### src/hdl/tdc_defs.vh
`ifndef TDC_DEFS_VH
`define TDC_DEFS_VH

// Command addresses
`define TDC_CMD_RESET   8'h01
`define TDC_CMD_CTRL    8'h30
`define TDC_CMD_AUX     8'h32
`define TDC_CMD_GEN     8'h33
`define TDC_CMD_TONE    8'h34
`define TDC_CMD_STATUS  8'h40
`define TDC_CMD_PARAM   8'h41

// Register reset value
`define TDC_REG_RST     8'h00

// decoder_control fields
`define TDC_CTRL_RAMSEL 7
`define TDC_CTRL_FAST   6
`define TDC_CTRL_BW_HI  5
`define TDC_CTRL_BW_LO  2
`define TDC_CTRL_OPM_HI 1
`define TDC_CTRL_OPM_LO 0

// Operation modes
`define TDC_OPM_ZERO    2'h0
`define TDC_OPM_CLEAR   2'h1
`define TDC_OPM_NORMAL  2'h2

// input_path_control: only bit 0 is writable
`define TDC_AUX_MASK    8'h01
`define TDC_AUX_HOLD    0

// decode_group_select fields
`define TDC_GEN_MASK    8'hC0
`define TDC_GEN_DM_HI   7
`define TDC_GEN_DM_LO   6
`define TDC_DM_OFF      2'h0
`define TDC_DM_SECOND   2'h1
`define TDC_DM_FIRST    2'h2

// Tone entry fields
`define TDC_ENT_G1      15
`define TDC_ENT_G2      14
`define TDC_ENT_N_HI    13
`define TDC_ENT_N_LO    7
`define TDC_ENT_R_HI    6
`define TDC_ENT_R_LO    0

// Serial byte framing
`define TDC_BIT_LAST    3'h7

`endif

### src/hdl/tdc_sync.v
`timescale 1ns/1ps
// Two-flop synchroniser for pin inputs
module tdc_sync #(
  parameter WIDTH = 1,
  parameter [WIDTH-1:0] INIT = {WIDTH{1'b0}}
) (
  input  wire             clk,
  input  wire             rst_n,
  input  wire             clk_en,
  input  wire [WIDTH-1:0] d,
  output wire [WIDTH-1:0] q
);
  reg [WIDTH-1:0] meta_ff;
  reg [WIDTH-1:0] sync_ff;

  always @(posedge clk or negedge rst_n) begin
    if (!rst_n) begin
      meta_ff <= INIT;
      sync_ff <= INIT;
    end else if (clk_en) begin
      meta_ff <= d;
      sync_ff <= meta_ff;
    end
  end

  assign q = sync_ff;
endmodule // tdc_sync

### src/hdl/tdc_top.v
`timescale 1ns/1ps
// Function
// - Tone onset raises interrupt and reports matched list entry.
// - Tone end raises another interrupt and reports no-tone.
// - Any of up to 32 listed tones decoded, one at a time.
// - Two 32-entry lists keep contents across selection and zero-power.
// - Scan selected-group entries; first match reports and stops search until tone ends.
// - Each decode state change sets a status flag while a group search is selected.
// - Control bit 7 picks the active list for loading and decoding.
// - General bits 7:6 choose first or second group search.
// - Control bit 6 selects slow (0) or fast (1) measurement.
// - Each transaction opens with an address/command byte.
// - Reset command clears writable registers, entering zero-power.
// - Reset command clears list-full flag, keeps list contents.
// - Control registers are 8-bit and write-only.
// - Mode 00 zero-power, 01 clear list, 10 decode, 11 reserved.
// - Decode mode 00 off, 01 second group, 10 first group.
// - Interrupt pin is active-low open-drain.
// - Serial bytes are 8 bits, MSB first, host clocked.
`include "tdc_defs.vh"

module tdc_top #(
  parameter AW = 5
) (
  input  wire       clk,
  input  wire       reset_n,
  input  wire       clk_en,
  input  wire       serial_clock,
  input  wire       command_data,
  input  wire       transfer_select_low,
  output wire       reply_data_o,
  output wire       reply_data_oe,
  output wire       interrupt_out_low_o,
  output wire       interrupt_out_low_oe,
  input  wire       tone_present,
  input  wire [6:0] tone_n,
  input  wire [6:0] tone_r,
  output wire       fast_mode,
  output wire [3:0] decode_bandwidth,
  output wire       input_flow_hold,
  output wire       zero_power
);
  localparam DEPTH    = 1 << AW;
  localparam S_ADDR   = 2'h0;
  localparam S_DATA   = 2'h1;
  localparam S_REPLY  = 2'h2;
  localparam S_SKIP   = 2'h3;

  reg         rst_meta_ff;
  reg         rst_n_ff;
  wire        sclk_s;
  wire        cdat_s;
  wire        csn_s;
  reg         sclk_d_ff;
  reg  [1:0]  st_ff;
  reg  [2:0]  bit_cnt_ff;
  reg  [7:0]  sh_ff;
  reg  [7:0]  cmd_ff;
  reg  [7:0]  hi_ff;
  reg         hi_done_ff;
  reg  [7:0]  rsh_ff;
  reg         rply_ff;
  reg  [7:0]  ctrl_ff;
  reg  [7:0]  aux_ff;
  reg  [7:0]  gen_ff;
  reg         soft_rst_ff;
  reg         stat_rd_ff;
  reg         wr_ff;
  reg  [15:0] wr_data_ff;
  reg  [15:0] mem [0:2*DEPTH-1];
  reg  [2*DEPTH-1:0] valid_ff;
  reg  [2*AW-1:0] wp_ff;
  reg         full_ff;
  reg  [AW-1:0] scan_ff;
  reg         det_ff;
  reg  [AW-1:0] det_idx_ff;
  reg  [1:0]  det_grp_ff;
  reg         chg_ff;
  reg         irq_ff;

  wire        rise = sclk_s & ~sclk_d_ff;
  wire [7:0]  byte_in = {sh_ff[6:0], cdat_s};
  wire        sel = ctrl_ff[`TDC_CTRL_RAMSEL];
  wire [1:0]  opm = ctrl_ff[`TDC_CTRL_OPM_HI:`TDC_CTRL_OPM_LO];
  wire [1:0]  dm = gen_ff[`TDC_GEN_DM_HI:`TDC_GEN_DM_LO];
  wire        dm_on = (dm == `TDC_DM_FIRST) || (dm == `TDC_DM_SECOND);
  wire [AW:0] scan_addr = {sel, scan_ff};
  wire [15:0] ent = mem[scan_addr];
  wire [AW-1:0] wp_sel = sel ? wp_ff[2*AW-1:AW] : wp_ff[AW-1:0];
  wire [7:0]  status_byte = {5'h00, full_ff, det_ff, chg_ff};
  wire [7:0]  param_byte = {det_ff, det_grp_ff, det_idx_ff};

  // Entry with zero N and R marks an unused location
  wire ent_used = valid_ff[scan_addr] &&
                  (ent[`TDC_ENT_N_HI:`TDC_ENT_R_LO] != 14'h0000);
  wire grp_ok = (dm == `TDC_DM_FIRST) ? ent[`TDC_ENT_G1] :
                (dm == `TDC_DM_SECOND) ? ent[`TDC_ENT_G2] : 1'b0;
  wire hit = ent_used && grp_ok &&
             (ent[`TDC_ENT_N_HI:`TDC_ENT_N_LO] == tone_n) &&
             (ent[`TDC_ENT_R_HI:`TDC_ENT_R_LO] == tone_r);
  wire decoding = (opm == `TDC_OPM_NORMAL) && dm_on &&
                  !aux_ff[`TDC_AUX_HOLD];

  always @(posedge clk or negedge reset_n) begin
    if (!reset_n) begin
      rst_meta_ff <= 1'b0;
      rst_n_ff    <= 1'b0;
    end else begin
      rst_meta_ff <= 1'b1;
      rst_n_ff    <= rst_meta_ff;
    end
  end

  tdc_sync #(
    .WIDTH (3),
    .INIT  (3'h1)
  ) u_sync (
    .clk    (clk),
    .rst_n  (rst_n_ff),
    .clk_en (clk_en),
    .d      ({serial_clock, command_data, transfer_select_low}),
    .q      ({sclk_s, cdat_s, csn_s})
  );

  // Serial slave and write-only registers
  always @(posedge clk or negedge rst_n_ff) begin
    if (!rst_n_ff) begin
      sclk_d_ff   <= 1'b0;
      st_ff       <= S_ADDR;
      bit_cnt_ff  <= 3'h0;
      sh_ff       <= 8'h00;
      cmd_ff      <= 8'h00;
      hi_ff       <= 8'h00;
      hi_done_ff  <= 1'b0;
      rsh_ff      <= 8'h00;
      rply_ff     <= 1'b0;
      ctrl_ff     <= `TDC_REG_RST;
      aux_ff      <= `TDC_REG_RST;
      gen_ff      <= `TDC_REG_RST;
      soft_rst_ff <= 1'b0;
      stat_rd_ff  <= 1'b0;
      wr_ff       <= 1'b0;
      wr_data_ff  <= 16'h0000;
    end else if (clk_en) begin
      sclk_d_ff   <= sclk_s;
      soft_rst_ff <= 1'b0;
      stat_rd_ff  <= 1'b0;
      wr_ff       <= 1'b0;
      if (csn_s) begin
        st_ff      <= S_ADDR;
        bit_cnt_ff <= 3'h0;
        hi_done_ff <= 1'b0;
        rply_ff    <= 1'b0;
      end else if (rise) begin
        sh_ff      <= byte_in;
        bit_cnt_ff <= bit_cnt_ff + 3'h1;
        if (st_ff == S_REPLY)
          rsh_ff <= {rsh_ff[6:0], 1'b0};
        if (bit_cnt_ff == `TDC_BIT_LAST) begin
          case (st_ff)
            S_ADDR: begin
              cmd_ff <= byte_in;
              case (byte_in)
                `TDC_CMD_RESET: begin
                  ctrl_ff     <= `TDC_REG_RST;
                  aux_ff      <= `TDC_REG_RST;
                  gen_ff      <= `TDC_REG_RST;
                  soft_rst_ff <= 1'b1;
                  st_ff       <= S_SKIP;
                end
                `TDC_CMD_CTRL, `TDC_CMD_AUX, `TDC_CMD_GEN,
                `TDC_CMD_TONE: begin
                  st_ff <= S_DATA;
                end
                `TDC_CMD_STATUS: begin
                  rsh_ff     <= status_byte;
                  stat_rd_ff <= 1'b1;
                  rply_ff    <= 1'b1;
                  st_ff      <= S_REPLY;
                end
                `TDC_CMD_PARAM: begin
                  rsh_ff  <= param_byte;
                  rply_ff <= 1'b1;
                  st_ff   <= S_REPLY;
                end
                default: st_ff <= S_SKIP;
              endcase
            end
            S_DATA: begin
              case (cmd_ff)
                `TDC_CMD_CTRL: begin
                  ctrl_ff <= byte_in;
                  st_ff   <= S_SKIP;
                end
                `TDC_CMD_AUX: begin
                  aux_ff <= byte_in & `TDC_AUX_MASK;
                  st_ff  <= S_SKIP;
                end
                `TDC_CMD_GEN: begin
                  gen_ff <= byte_in & `TDC_GEN_MASK;
                  st_ff  <= S_SKIP;
                end
                `TDC_CMD_TONE: begin
                  if (!hi_done_ff) begin
                    hi_ff      <= byte_in;
                    hi_done_ff <= 1'b1;
                  end else begin
                    wr_data_ff <= {hi_ff, byte_in};
                    wr_ff      <= 1'b1;
                    st_ff      <= S_SKIP;
                  end
                end
                default: st_ff <= S_SKIP;
              endcase
            end
            default: st_ff <= st_ff;
          endcase
        end
      end
    end
  end

  // Tone lists: contents survive reset and mode changes, only flags and write pointers clear
  always @(posedge clk) begin
    if (clk_en && wr_ff && opm != `TDC_OPM_CLEAR)
      mem[{sel, wp_sel}] <= wr_data_ff;
  end

  always @(posedge clk or negedge rst_n_ff) begin
    if (!rst_n_ff) begin
      valid_ff <= {2*DEPTH{1'b0}};
      wp_ff    <= {2*AW{1'b0}};
      full_ff  <= 1'b0;
    end else if (clk_en) begin
      if (opm == `TDC_OPM_CLEAR) begin
        valid_ff[sel*DEPTH +: DEPTH] <= {DEPTH{1'b0}};
        wp_ff[sel*AW +: AW]          <= {AW{1'b0}};
        full_ff                      <= 1'b0;
      end else begin
        if (wr_ff) begin
          valid_ff[{sel, wp_sel}] <= 1'b1;
          wp_ff[sel*AW +: AW]     <= wp_sel + {{(AW-1){1'b0}}, 1'b1};
          if (wp_sel == {AW{1'b1}})
            full_ff <= 1'b1;
        end
        if (soft_rst_ff)
          full_ff <= 1'b0;
      end
    end
  end

  // Decode search and state-change flag
  always @(posedge clk or negedge rst_n_ff) begin
    if (!rst_n_ff) begin
      scan_ff    <= {AW{1'b0}};
      det_ff     <= 1'b0;
      det_idx_ff <= {AW{1'b0}};
      det_grp_ff <= 2'h0;
      chg_ff     <= 1'b0;
      irq_ff     <= 1'b0;
    end else if (clk_en) begin
      if (!decoding || !tone_present) begin
        scan_ff <= {AW{1'b0}};
        det_ff  <= 1'b0;
        if (det_ff && dm_on)
          chg_ff <= 1'b1;
        else if (stat_rd_ff)
          chg_ff <= 1'b0;
      end else if (!det_ff && hit) begin
        det_ff     <= 1'b1;
        det_idx_ff <= scan_ff;
        det_grp_ff <= ent[`TDC_ENT_G1:`TDC_ENT_G2];
        scan_ff    <= {AW{1'b0}};
        chg_ff     <= 1'b1;
      end else begin
        if (!det_ff)
          scan_ff <= scan_ff + {{(AW-1){1'b0}}, 1'b1};
        if (stat_rd_ff)
          chg_ff <= 1'b0;
      end
      irq_ff <= chg_ff & dm_on;
    end
  end

  assign reply_data_o         = rsh_ff[7];
  assign reply_data_oe        = rply_ff & ~csn_s;
  assign interrupt_out_low_o  = 1'b0;
  assign interrupt_out_low_oe = irq_ff;
  assign fast_mode            = ctrl_ff[`TDC_CTRL_FAST];
  assign decode_bandwidth     = ctrl_ff[`TDC_CTRL_BW_HI:`TDC_CTRL_BW_LO];
  assign input_flow_hold      = aux_ff[`TDC_AUX_HOLD];
  assign zero_power           = (opm == `TDC_OPM_ZERO);
endmodule // tdc_top

### config.mk
export PLATFORM = sky130hd
export DESIGN_NAME = tdc_top
export DESIGN_NICKNAME = d
export VERILOG_FILES = /design/src/hdl/tdc_sync.v /design/src/hdl/tdc_top.v
export VERILOG_INCLUDE_DIRS = /design/src /design/src/hdl
export SDC_FILE = /design/constraint.sdc
export NUM_CORES = 1
export LEC_CHECK = 0
export BUFFER_PORTS_ARGS = -buffer_cell sky130_fd_sc_hd__clkbuf_2
export CORE_UTILIZATION = 30
export DETAILED_ROUTE_END_ITERATION = 8
export PLACE_DENSITY = 0.47
export SLEW_MARGIN = 25
export SYNTH_ARGS = -nofsm -noshare
export SYNTH_HDL_FRONTEND = slang
export SYNTH_SLANG_ARGS = --single-unit
### constraint.sdc
create_clock -name clk -period 6.6 [get_ports clk]
set_input_delay 0.66 -clock clk [delete_from_list [all_inputs] [get_ports clk]]
set_output_delay 0.66 -clock clk [all_outputs]
set_load 0.01 [all_outputs]
==> Word-level counts from Yosys, hierarchy flattened <==
Memories as Yosys holds them, arrays and structs flattened.
Cells that the tools add are included.
W data, S select, Z words.
{ "word_totals": {"register_bits": 173, "ram_bits": 1024, "in_bits": 21, "out_inout_bits": 11, "wordCells": 205, "memories": 1} }
{ "memory_table": {"columns": ["memory", "depth", "word_bits", "rd", "rd_clocked_by_memory_dff", "wr", "line_no", "rtl"], "rows": [
  ["mem", 64, 16, 1, 0, 1, "tdc_top.v:70", "reg [15:0] mem [0:2*DEPTH-1];"]
]} }
{ "op_classes": {"add_sub_neg": 5, "mul": 1, "magnitude_cmp": 3, "eq_ne": 28, "shift": 5, "n_mux": 75, "bitwise": 8, "reduce_logical": 50} }
{ "op_table": {"columns": ["cell", "n"], "rows": [
  ["$mux W64", 2],
  ["$bwmux W64", 1],
  ["$eq A8 B6 Y1 const B", 8],
  ["$or A64 B64 Y64", 1],
  ["$shift A32 B34 Y64 const A", 1],
  ["$shiftx A32 B34 Y64 const A", 1],
  ["$mux W8", 6],
  ["$pmux W8 S2", 3],
  ["$mux W1", 43],
  ["$reduce_and A7 Y1", 5],
  ["$neg A4 Y34", 1],
  ["$neg A6 Y34", 1],
  ["$shift A5 B34 Y10 const A", 1],
  ["$shiftx A5 B34 Y10", 1],
  ["$shiftx A5 B34 Y10 const A", 1],
  ["$bwmux W10", 2],
  ["$mux W10", 2],
  ["$mux W5", 4],
  ["$reduce_and A5 Y1", 4],
  ["$reduce_bool A2 Y1", 9],
  ["$eq A8 B7 Y1 const B", 2],
  ["$eq A7 B7 Y1", 2],
  ["$lt A6 B7 Y1 const B", 2],
  ["$reduce_bool A14 Y1", 1],
  ["29 further kinds", 71]
]} }

==> Depth between registers and ports, before layout <==
{ "depth": {"depth_word": 9, "mapped_depth": 15, "mapped_depth_nobuf": 10} }

==> Cells and area by module <==
From an unflattened synthesis, not the netlist that was laid out.
{ "unflattened": {"cells_unflattened": 2594, "hier_area_um2": 47888.4} }
{ "by_module_without_submodules": {"columns": ["module", "n_inst", "cells_each", "area_per_inst_um2"], "rows": [
  ["tdc_top", 1, 2581, 47634.4],
  ["tdc_sync", 1, 13, 254.0]
]} }

==> Least setup slack after synthesis <==
OpenSTA, ideal clock, no wires.
{ "synth_path": {"kind": "flip-flop to flip-flop", "startpoint": "register scan_ff[0]", "endpoint": "register det_grp_ff[0]", "arrival_ps": 3072, "required_time_ps": 6475, "path_slack_ps": 3403, "path_stages_with_launch": 15, "path_buffers": 4, "synth_period_minus_slack_ps": 3197, "cell_sequence": "dfrtp_1 buf_6 buf_12 buf_8 buf_2 mux4_2 a22oi_1 nand3_1 nand2_1 xor2_1 nand4_1 nor3_1 o2111a_2 nand3_4 mux2_4"} }
{ "synth_via": {"elab_chain_cells": 8, "word_cells_on_any_way": 14} }
{ "synth_rtl": {"columns": ["element", "line_no", "rtl"], "rows": [
  ["start, declared", "tdc_top.v:74", "reg [AW-1:0] scan_ff;"],
  ["start signal, assigned", "tdc_top.v:255", "scan_ff <= {AW{1'b0}};"],
  ["start signal, assigned", "tdc_top.v:263", "scan_ff <= {AW{1'b0}};"],
  ["start signal, assigned", "tdc_top.v:273", "scan_ff <= {AW{1'b0}};"],
  ["$mem_v2 Z64 W16 or $bmux W1 S6 (tied branches)", null, null],
  ["$reduce_bool A14 Y1, or another cell as far along", "tdc_top.v:95", "(ent[`TDC_ENT_N_HI:`TDC_ENT_R_LO] != 14'h0000);"],
  ["$logic_and A1 B1 Y1 or $mux W1 (tied branches)", "tdc_top.v:94, tdc_top.v:96", null],
  ["$logic_and A1 B1 Y1 (3 in a row)", "tdc_top.v:98", "wire hit = ent_used && grp_ok &&"],
  ["$logic_and A1 B1 Y1", "tdc_top.v:269", "end else if (!det_ff && hit) begin"],
  ["$reduce_and A3 Y1 (no source line)", null, null],
  ["end signal, assigned", "tdc_top.v:272", "det_grp_ff <= ent[`TDC_ENT_G1:`TDC_ENT_G2];"],
  ["end, declared", "tdc_top.v:77", "reg [1:0] det_grp_ff;"]
]} }
Several ways; a longest one is shown, not always the timed one. The select of a mux whose other input is x is not followed.
A chain may end at the register's enable or synchronous reset.

==> Worst setup path after layout <==
{ "layout_path": {"startpoint": "register scan_ff[1]", "endpoint": "register det_idx_ff[2]"} }
{ "layout_via": {"elab_chain_cells": 8, "word_cells_on_any_way": 14} }
{ "layout_rtl": {"columns": ["element", "line_no", "rtl"], "rows": [
  ["$mem_v2 Z64 W16 or $bmux W1 S6 (tied branches)", null, null],
  ["$reduce_bool A14 Y1, or another cell as far along", "tdc_top.v:95", null],
  ["$logic_and A1 B1 Y1 or $mux W1 (tied branches)", "tdc_top.v:94, tdc_top.v:96", null],
  ["$logic_and A1 B1 Y1 (2 in a row)", "tdc_top.v:98", null],
  ["$logic_and A1 B1 Y1 *", "tdc_top.v:98", null],
  ["$logic_and A1 B1 Y1 *", "tdc_top.v:269", null],
  ["$reduce_and A3 Y1 (no source line) *", null, null],
  ["end signal, assigned", "tdc_top.v:257", "det_idx_ff <= {AW{1'b0}};"],
  ["end signal, assigned", "tdc_top.v:271", "det_idx_ff <= scan_ff;"],
  ["end, declared", "tdc_top.v:76", "reg [AW-1:0] det_idx_ff;"]
]} }
Every way passes the cells marked *; elsewhere a longest branch is shown, timed or not. The select of a mux whose other input is x is not followed.

==> results by group <==
Run
  • Max-cap violation count: 0

Timing
  • Period utilization: 73.1%
  • Rel. slew slack: between 30% and 40%
  • Fmax: 0.207 GHz
  • Worst hold margin: 172 ps
  • Final Setup Violations: 0
  • Final Skew: 33.7 ps
  • Final hold violation count: 0
  • Max Transition Viols Final: 0
  • Worst Max-Slew Pin Slew: ~990 ps
  • Tmin final: 4820 ps
  • Setup repair after global routing missed its margin: no
  • Setup TNS: 0 ps

Clocking
  • Max clock buf depth: 3
  • Root Driver: clkbuf_16
  • Clock sinks: 1,191
  • CTS tree: built
  • Setup Buffers After CTS: 0
  • H-tree levels: 3
  • Reg clk slew, reported paths: 60 ps
  • CTS Buf Count: 120
  • Worst skew pair latency: 750 ps

Critical path
  • Worst setup EP type: register
  • Worst Path Class, Setup: register to register
  • Cells on worst reg2reg path: 12
  • Worst Path Max Fanout: about 110
  • Crit path DAT: between 5000 and 6000 ps
  • Worst reg-to-reg setup slack: ~1800 ps
  • FF-to-FF End: det_idx_ff[2]
  • Critical Path Max Stage Delay: 730 ps
  • CP max-delay cell: dfrtp_4
  • Worst path cell trace: buf_12 -> buf_4 -> mux4_1 -> a22o_1 -> a211oi_1 -> a21o_1 -> xor2_1 -> nand4_1 -> nor4_1 -> o2111a_2 -> nand3_4 -> mux2_4
  • CP startpoint kind: register
  • R2R Path Start: scan_ff[1]
  • Worst path required time: about 7200 ps

Worst hold path
  • Hold Crit Class: input port to register
  • Hold-critical path endpoint: u_sync.meta_ff[2]
  • Worst Hold Launch: serial_clock
  • Number of cells on the worst hold path: 2

Drt
  • DRT antenna net count: 0
  • WL final: 132 mm
  • DRC violations left: 0
  • Via count: between 20,000 and 25,000
  • DRT iter0 DRCs: 2,391
  • DR vias/cell: 5.11
  • Routed len/inst: 27.0 um
  • Pre-antenna DRT Iters: 5

Power
  • Worst VDD drop: 197 uV
  • Leak Pwr: 20.1 nW
  • PwrDens: 279 nW/um2

Floorplanning
  • Total core area: 157,000 um2
  • Initial core utilization: a little under a third
  • FP Rows: 145
  • Die height: 400 um
  • Io pins: 32
  • DIE AREA: approximately 160,000 um2
  • Chip Width: 400 um

Synth
  • Synthesized net count: 2,630
  • Simple-Gate Fraction of Synth Area: 3.59%
  • Top-area cell type share of the netlist area: 64.7%
  • FFs w/ async S/R, synth: about 14%
  • Sequential fraction of the synthesis area: roughly three quarters
  • Cell with the most instances after synthesis: edfxtp_1
  • Prevailing post-synth register cell: edfxtp_1
  • Synth cell types: between 70 and 80
  • Post-synthesis compound-gate area fraction: about 5.5%
  • Synth Instances: 2,602
  • Ys Warns: 0
  • Synth cell count leaders: 1,024 x edfxtp_1, 198 x mux2i_1, 169 x nor2_1, 165 x dfrtp_1, 154 x mux4_2
  • Largest family of logic cells by synthesized area: multiplexers
  • Post-synthesis xor/xnor area fraction: 0.424%
  • Avg Synthesized Cell Area: 18.3 um2
  • Post-synthesis register bit count: roughly 1,200
  • Post-synth EDFFs: 1,024
  • Area contributors post-synth: edfxtp_1 65%, dfrtp_1 8.7%, mux4_2 7.3%
  • Proportion of synthesized area in mux cells: 14.4%
  • Area leader, netlist: edfxtp_1
  • Synth Area in Adders: 0.184%
  • Post-Syn Area: ~48,000 um2

Finish
  • Layout cells sized above 1: 21.1%
  • Layout area overhead: 14.0%
  • Nets: around 2,800

Placement
  • Hpwl dp: 80.0 mm
  • IO buf count: 30
  • Routability Congestion: 0.823

Status
  • Status: complete, no violations

Global routing
  • Vias in the first global route: 25,520
  • Initial antenna violation count: 5
  • Overall routing resource usage: around 17%
  • Global-route wire length before repair: approximately 190 mm
  • Largest net degree at the start of global routing: 108
  • Congestion Overflow GR: 0
[what timing repair did]
| action | 4_1_cts | 5_1_grt |
|---|---|---|
| setup endpoints to repair | 0 | 0 |
| endpoints found under the hold margin | 2 | 0 |
| resized for setup | 0 | 0 |
| hold buffers | 1 | 0 |
[report_power, final]
group | total (mW) | internal (mW) | switching (mW)
Combinational | 0.160 | 0.0645 | 0.0958
Clock | 6.77 | 3.92 | 2.86
Sequential | 8.18 | 8.10 | 0.0803
Total | 15.1 | 12.1 | 3.03
[registers in the layout, summed over array words and instances, names as in the netlist, 7 cells and up]
name        flops
cmd_ff          8
wr_data_ff     16
sh_ff           7
rsh_ff          8
valid_ff       64
wp_ff          10
ctrl_ff         8
mem          1024
hi_ff           8
[final cells by class]
cell class | count | area (um2)
Tap cell | 2058 | 2570
Sequential cell | 1191 | 35000
Multi-Input combinational cell | 1243 | 11600
Clock buffer | 153 | 3160
Inverter | 12 | 45.0
Fill cell | 14734 | 103000
Clock inverter | 73 | 742
Antenna cell | 3 | 7.51
Timing Repair Buffer | 155 | 1150
[stage by stage]
stage | setup WS (ps) | util (%) | cells | cell area [um2] | power (mW)
CTS | 1680 | 34.6 | 4885 | 54200 | 15.3
finish | 1780 | 34.6 | 4888 | 54200 | 15.1
global route | 1610 | 34.6 | 4885 | 54200 | 15.6
global placement | 1760 | 32.1 | 4658 | 50300 | 8.49
floorplan | 1610 | - | 2602 | 47600 | 8.42
detailed placement | 1720 | 32.1 | 4658 | 50300 | 8.50
[logic make-up after synthesis]
family,Yosys count
AOI/OAI and AO/OA,392
xor gates and xnor gates,23
adders and majority gates,7
buffers and inverters,168
DFF,1191
muxes,446
other,2
and+or+nand+nor,373
[placed cells by master, fill, tap and decap left out, types with 16 or more instances in the layout]
cell and n:
a21oi_1 121, a221oi_1 29, a22o_1 16, a22oi_1 36
and3_1 16, buf_4 119, clkbuf_1 30, clkbuf_16 120
clkbuf_2 30, clkinv_1 29, clkinv_2 23, dfrtp_1 142
dfrtp_2 18, edfxtp_1 1024, mux2_2 65, mux2i_1 198
mux4_1 22, mux4_2 154, nand2_1 81, nand3_1 19
nor2_1 167, nor3_1 18, o21ai_0 60, o221ai_1 43
o22ai_1 21
[worst max-delay path by stage]
| stage | end | start | cells after the start |
|---|---|---|---|
| 5_1_grt | scan_ff[0] | scan_ff[0] | 10 |
| 6_report | det_idx_ff[2] | scan_ff[1] | 12 |
| 4_1_cts | det_idx_ff[2] | scan_ff[0] | 11 |
| 3_3_place_gp | det_idx_ff[4] | scan_ff[0] | 11 |
| 3_5_place_dp | det_idx_ff[2] | scan_ff[0] | 11 |
| 2_1_floorplan | aux_ff[0] | rst_n_ff | 0 |
[routing by layer]
metal  track usage, %  wire length (um)  vias up
li1                 -                 -    10747
met1             22.5             56800    13283
met2             26.2             62400      775
met3             3.73              9330      171
met4             5.13              3320        8
met5                0                53        -
[worst max-delay path: cells and delay by family (launching register included)]
kind | cells | cell delay [ps]
compound gates | 4 | 1350
xor+xnor | 1 | 180
buf+inv | 2 | 1070
flops | 1 | 730
mux | 2 | 740
simple gates | 3 | 540
Power figures use the tool's default switching activity.
